File: src/hdl/pwm_fos_regs.vh
// Constants for the PWM forced output stop block
`ifndef PWM_FOS_REGS_VH
`define PWM_FOS_REGS_VH
`define PWM_CNT_W 16
`define PWM_PERIOD_RST 16'hFFFF
`define PWM_DUTY_RST 16'h0000
`define PWM_INACTIVE_LVL 1'b1
`define FOS_ST_RUN 1'b0
`define FOS_ST_STOP 1'b1
`endif

File: src/hdl/pwm_channel.v
// One PWM compare channel with forced stop gating
`include "pwm_fos_regs.vh"
`default_nettype none
module pwm_channel #(
    parameter W = 16
) (
    // Clock and reset
    input wire mclk_i,
    input wire resetn_i,
    // Counter and compare
    input wire [W-1:0] count_i,
    input wire [W-1:0] duty_i,
    // Stop control
    input wire stop_i,
    input wire hiz_mode_i,
    // Pin
    output reg pin_o,
    output reg pin_oe_o
);
    always @(posedge mclk_i or negedge resetn_i) begin
        if (!resetn_i) begin
            pin_o <= 1'b0;
            pin_oe_o <= 1'b0;
        end else if (stop_i) begin
            // Inactive level or released pin, no software involved
            pin_o <= `PWM_INACTIVE_LVL;
            pin_oe_o <= ~hiz_mode_i;
        end else begin
            pin_o <= (count_i < duty_i);
            pin_oe_o <= 1'b1;
        end
    end
endmodule // pwm_channel
`default_nettype wire

File: src/hdl/pwm_forced_output_stop.v
// 16-bit PWM timer with over-current forced output stop
`include "pwm_fos_regs.vh"
`default_nettype none
module pwm_forced_output_stop #(
    parameter CNT_W = `PWM_CNT_W
) (
    // Clock and reset
    input wire mclk_i,
    input wire resetn_i,
    // Timer control
    input wire timer_enable_i,
    input wire [CNT_W-1:0] period_i,
    input wire [CNT_W-1:0] duty_ch0_i,
    input wire [CNT_W-1:0] duty_ch1_i,
    // Stop control
    input wire hiz_mode_i,
    input wire stop_cancel_trigger_i,
    // Over-current comparator result, sense above threshold_dac reference
    input wire overcurrent_comparator_i,
    // PWM pins
    output wire pwm_out_ch0_o,
    output wire pwm_out_ch0_oe_o,
    output wire pwm_out_ch1_o,
    output wire pwm_out_ch1_oe_o,
    // Status
    output reg overcurrent_flag_o,
    output reg forced_stop_o,
    output reg [CNT_W-1:0] count_o
);
    reg flag_prev;
    reg next_stop;
    reg [CNT_W-1:0] next_count;
    wire [1:0] stop_vec;
    wire [CNT_W-1:0] duty_vec [0:1];
    wire [1:0] pin_vec;
    wire [1:0] oe_vec;

    // Flag follows comparator; reference set by the DAC outside
    always @(posedge mclk_i or negedge resetn_i) begin
        if (!resetn_i) begin
            overcurrent_flag_o <= 1'b0;
            flag_prev <= 1'b0;
        end else begin
            overcurrent_flag_o <= overcurrent_comparator_i;
            flag_prev <= overcurrent_flag_o;
        end
    end

    // Edge sets, accepted cancel clears; set wins on a tie
    always @* begin
        next_stop = forced_stop_o;
        if (stop_cancel_trigger_i && !overcurrent_flag_o) begin
            next_stop = `FOS_ST_RUN;
        end
        if (overcurrent_flag_o && !flag_prev) begin
            next_stop = `FOS_ST_STOP;
        end
        // Cancel while flag high changes nothing
        if (overcurrent_flag_o && forced_stop_o) begin
            next_stop = `FOS_ST_STOP;
        end
    end

    always @(posedge mclk_i or negedge resetn_i) begin
        if (!resetn_i) begin
            forced_stop_o <= `FOS_ST_RUN;
        end else begin
            forced_stop_o <= next_stop;
        end
    end

    // Free-running up counter, wraps at period
    always @* begin
        next_count = count_o;
        if (timer_enable_i) begin
            if (count_o >= period_i) begin
                next_count = {CNT_W{1'b0}};
            end else begin
                next_count = count_o + {{(CNT_W-1){1'b0}}, 1'b1};
            end
        end
    end

    always @(posedge mclk_i or negedge resetn_i) begin
        if (!resetn_i) begin
            count_o <= {CNT_W{1'b0}};
        end else begin
            count_o <= next_count;
        end
    end

    // Only channel 0 is guarded; channel 1 keeps running
    assign stop_vec = {1'b0, next_stop};
    assign duty_vec[0] = duty_ch0_i;
    assign duty_vec[1] = duty_ch1_i;

    genvar g;
    generate
        for (g = 0; g < 2; g = g + 1) begin : g_ch
            pwm_channel #(
                .W(CNT_W)
            ) u_ch (
                .mclk_i(mclk_i),
                .resetn_i(resetn_i),
                .count_i(next_count),
                .duty_i(duty_vec[g]),
                .stop_i(stop_vec[g]),
                .hiz_mode_i(hiz_mode_i),
                .pin_o(pin_vec[g]),
                .pin_oe_o(oe_vec[g])
            );
        end
    endgenerate

    assign pwm_out_ch0_o = pin_vec[0];
    assign pwm_out_ch0_oe_o = oe_vec[0];
    assign pwm_out_ch1_o = pin_vec[1];
    assign pwm_out_ch1_oe_o = oe_vec[1];
endmodule // pwm_forced_output_stop
`default_nettype wire

File: config.mk
export PLATFORM = sky130hd
export DESIGN_NAME = pwm_forced_output_stop
export DESIGN_NICKNAME = d
export VERILOG_FILES = /design/src/hdl/pwm_channel.v /design/src/hdl/pwm_forced_output_stop.v
export VERILOG_INCLUDE_DIRS = /design/src /design/src/hdl
export SDC_FILE = /design/constraint.sdc
export NUM_CORES = 1
export LEC_CHECK = 0
export ABC_AREA = 1
export CAP_MARGIN = 25
export CORE_ASPECT_RATIO = 1.1
export CORE_MARGIN = 2
export CORE_UTILIZATION = 45
export DETAILED_ROUTE_END_ITERATION = 16
export DONT_BUFFER_PORTS = 1
export SYNTH_ARGS = -nofsm -noshare
export SYNTH_HDL_FRONTEND = slang
export SYNTH_HIERARCHICAL = 1
export SYNTH_SLANG_ARGS = --single-unit
File: constraint.sdc
create_clock -name mclk_i -period 3.1 [get_ports mclk_i]
set_clock_uncertainty 0.2 [all_clocks]
set_input_delay 0.62 -clock mclk_i [delete_from_list [all_inputs] [get_ports mclk_i]]
set_output_delay 0.62 -clock mclk_i [all_outputs]
set_load 0.01 [all_outputs]
==> impl_metrics.env <==
export IMPL_yosysMostFrequentCell="inv_1"
export IMPL_final_area_um2=2718
export IMPL_synthFlopType="dfrtp_1"
export IMPL_critical_path_cell_chain="ha_1, a21oi_1, o21ai_0, a21oi_1, nand2_2, buf_4, a21oi_1, ha_1, nand2_1, inv_1, nand2_1, nand2_1, nand2_1, nand2_1, nand2_1, nand2_1, nand2_1"
export IMPL_routabilityCongestion=0.8640
export IMPL_synth_top_cells_by_area="ha_1 25%, dfrtp_1 24%, inv_1 12%"
export IMPL_insertion_delay_ns=0.26
export IMPL_synth_seq_cells=23
export IMPL_finalNetCount=459
export IMPL_drv_slew=0
export IMPL_cts_buffers=3
export IMPL_reg2reg_to="g_ch[1].u_ch/pin_o"
export IMPL_finalCritPeriodShare_pct=89.39
export IMPL_cp_required_ns=3.11
export IMPL_ir_drop_mv=0.1837
export IMPL_total_power_mw=1.269
export IMPL_final_hold_violation_count=0
export IMPL_crit_top_cell="nand2_1"
export IMPL_power_density_nw_per_um2=467.0
export IMPL_critPathKind="reg2reg"
export IMPL_synth_edf_count=0
export IMPL_area_growth_pct=13.72
export IMPL_cts_tree="yes"
export IMPL_cp_top_family="compound AO/OA/AOI/OAI gates"
export IMPL_grt_busiest_layer="met2"
export IMPL_drive_gt1_share_pct=15.41
export IMPL_drt_iter0_drc=125
export IMPL_ys_async_sr_fraction_pct=100.0
export IMPL_fin_setup_tns_ns=0
export IMPL_wire_per_inst_um=12.41
export IMPL_p_leak_nw=1.637
export IMPL_place_area_um2=2643
export IMPL_dieHeight_um=80.43
export IMPL_cp_end_kind="register"
export IMPL_arrival_ns=2.78
export IMPL_final_util_pct=53.63
export IMPL_cts_buffer_depth=2
export IMPL_status="finished clean"
export IMPL_rrSetupSlack_ns=0.33
export IMPL_vias=2060
export IMPL_grt_overflow=0
export IMPL_start_util_pct=47.16
export IMPL_synth_common_cells="77 x inv_1, 76 x nand2_1, 47 x ha_1"
export IMPL_syn_inst=327
export IMPL_fp_coreArea_um2=5067
export IMPL_die_area_um2=5910
export IMPL_antenna_found_initial=0
export IMPL_route_detailed_drc=0
export IMPL_via_per_inst=4.964
export IMPL_min_from="overcurrent_comparator_i"
export IMPL_clkTransAtPathRegs_ns=0.08
export IMPL_fin_cells=415
export IMPL_ios=76
export IMPL_clock_sinks=23
export IMPL_yosysTopAreaCell="ha_1"
export IMPL_synth_top_area_share_pct=24.61
export IMPL_n_fill_cell=518
export IMPL_drtAntennaViolNets=0
export IMPL_cts_root_buf="clkbuf_8"
export IMPL_hold_path_depth=0
export IMPL_setup_viol=0
export IMPL_slowest_stage="dfrtp_1"
export IMPL_hold_end="overcurrent_flag_o"
export IMPL_drtPass1Iterations=4
export IMPL_dp_cells=409
export IMPL_grt_use_met2_pct=32.95
export IMPL_rr_worst_depth=17
export IMPL_min_path_type="in2reg"
export IMPL_portBuffers=0
export IMPL_syn_cell_area_um2=2390
export IMPL_synth_cell_type_count=27
export IMPL_grt_max_degree=24
export IMPL_slowest_delay_ns=0.41
export IMPL_hpwl_um=4429
export IMPL_grt_total_usage_pct=18.99
export IMPL_grt_pass1_vias=2109
export IMPL_gr_usage_met1_pct=23.72
export IMPL_grtUsageMet3_pct=3.890
export IMPL_cp_start_kind="register"
export IMPL_synth_warning_count=6
export IMPL_diodes=0
export IMPL_drt_wl_total_um=5152
export IMPL_die_width_um=73.48
export IMPL_cp_num_buf_inv=2
export IMPL_rr_startpoint="count_o[9]"
export IMPL_grt_pass1_wl_um=8866
export IMPL_avgSynthCellArea_um2=7.308
export IMPL_max_clock_freq_mhz=360.9
export IMPL_num_rows=27
export IMPL_critical_path_peak_fanout=4
export IMPL_period_needed_ns=2.771
export IMPL_yosysSeqAreaShare_pct=24.08
export IMPL_grt_setup_unrepaired="no"
export IMPL_cts_resized=0
export IMPL_htreeDepth=1
export IMPL_drv_cap=0
==> cell type report <==
type	instances	area (um2)	share of cell area (%)
Tap cell	58	72.57	2.670
Clock buffer	4	45.04	1.657
Timing Repair Buffer	28	237.7	8.748
Multi-Input combinational cell	224	1494	54.97
Sequential cell	23	575.6	21.18
Inverter	78	292.8	10.77
==> logic make-up after synthesis <==
logic type      synth area share (%)
compound gates                 11.05
xor+xnor                       2.932
fa+ha+maj                      24.61
buf+inv                        13.56
flops                          24.08
other cells                   0.1569
simple gates                   23.61
==> sequential cells by signal (all words and copies together) (netlist names) <==
signal and count:
count_o 16, flag_prev 1, forced_stop_o 1, g_ch.u_ch/pin_o 2, g_ch.u_ch/pin_oe_o 2, overcurrent_flag_o 1
==> per-layer routing <==
layer  part of all wire, %  wire length [um]  vias to the layer above
met5                     0                 0                        -
met4                  0.58                30                        0
met3                   4.9               255                        2
met2                    48              2495                       43
met1                    46              2371                      933
li1                      -                 -                     1082
==> timing repair <==
action | in CTS | in global routing
setup endpoints to repair | 0 | 0
hold endpoints to repair | 23 | 0
hold buffers | 2 | 0
buffers inserted | 0 | 0
==> layout by cell type, fill, tap and decap left out, types with 3 or more instances in the layout <==
master	count
nand3_2	3
ha_1	47
a21oi_1	31
xor2_1	6
nor2_1	11
nand4_1	4
nor2_4	3
nand2_2	6
inv_1	77
dfrtp_1	23
nor3_2	4
clkbuf_8	3
nor3_1	3
o21ai_0	10
a21oi_2	5
nand3_1	4
nand2_1	76
buf_4	25
==> stage by stage <==
step	setup slack [ns]	hold WS, ns
4_1_cts	0.3061	0.1720
6_report	0.3288	0.1824
3_5_place_dp	0.03566	0.1251
5_1_grt	0.009776	0.1655
3_3_place_gp	0.08507	0.1252
2_1_floorplan	0.3710	0.1244
==> power breakdown <==
group	switching (mW)	internal (mW)	total, mW
sequential	0.0445	0.353	0.397
clock	0.0977	0.0917	0.189
combinational	0.396	0.287	0.682
==> worst max-delay path by stage <==
stage	from	end	slack (ns)	cells past startpoint
after floorplan	period_i[3]	g_ch[0].u_ch/pin_o	0.37	20
after global placement	period_i[3]	g_ch[1].u_ch/pin_o	0.09	22
after detailed placement	period_i[3]	g_ch[1].u_ch/pin_o	0.04	22
after CTS	count_o[9]	g_ch[1].u_ch/pin_o	0.31	17
after global routing	count_o[9]	g_ch[1].u_ch/pin_o	0.01	17
final	count_o[9]	g_ch[1].u_ch/pin_o	0.33	17
Note: power is estimated with default switching activity, not from simulation.
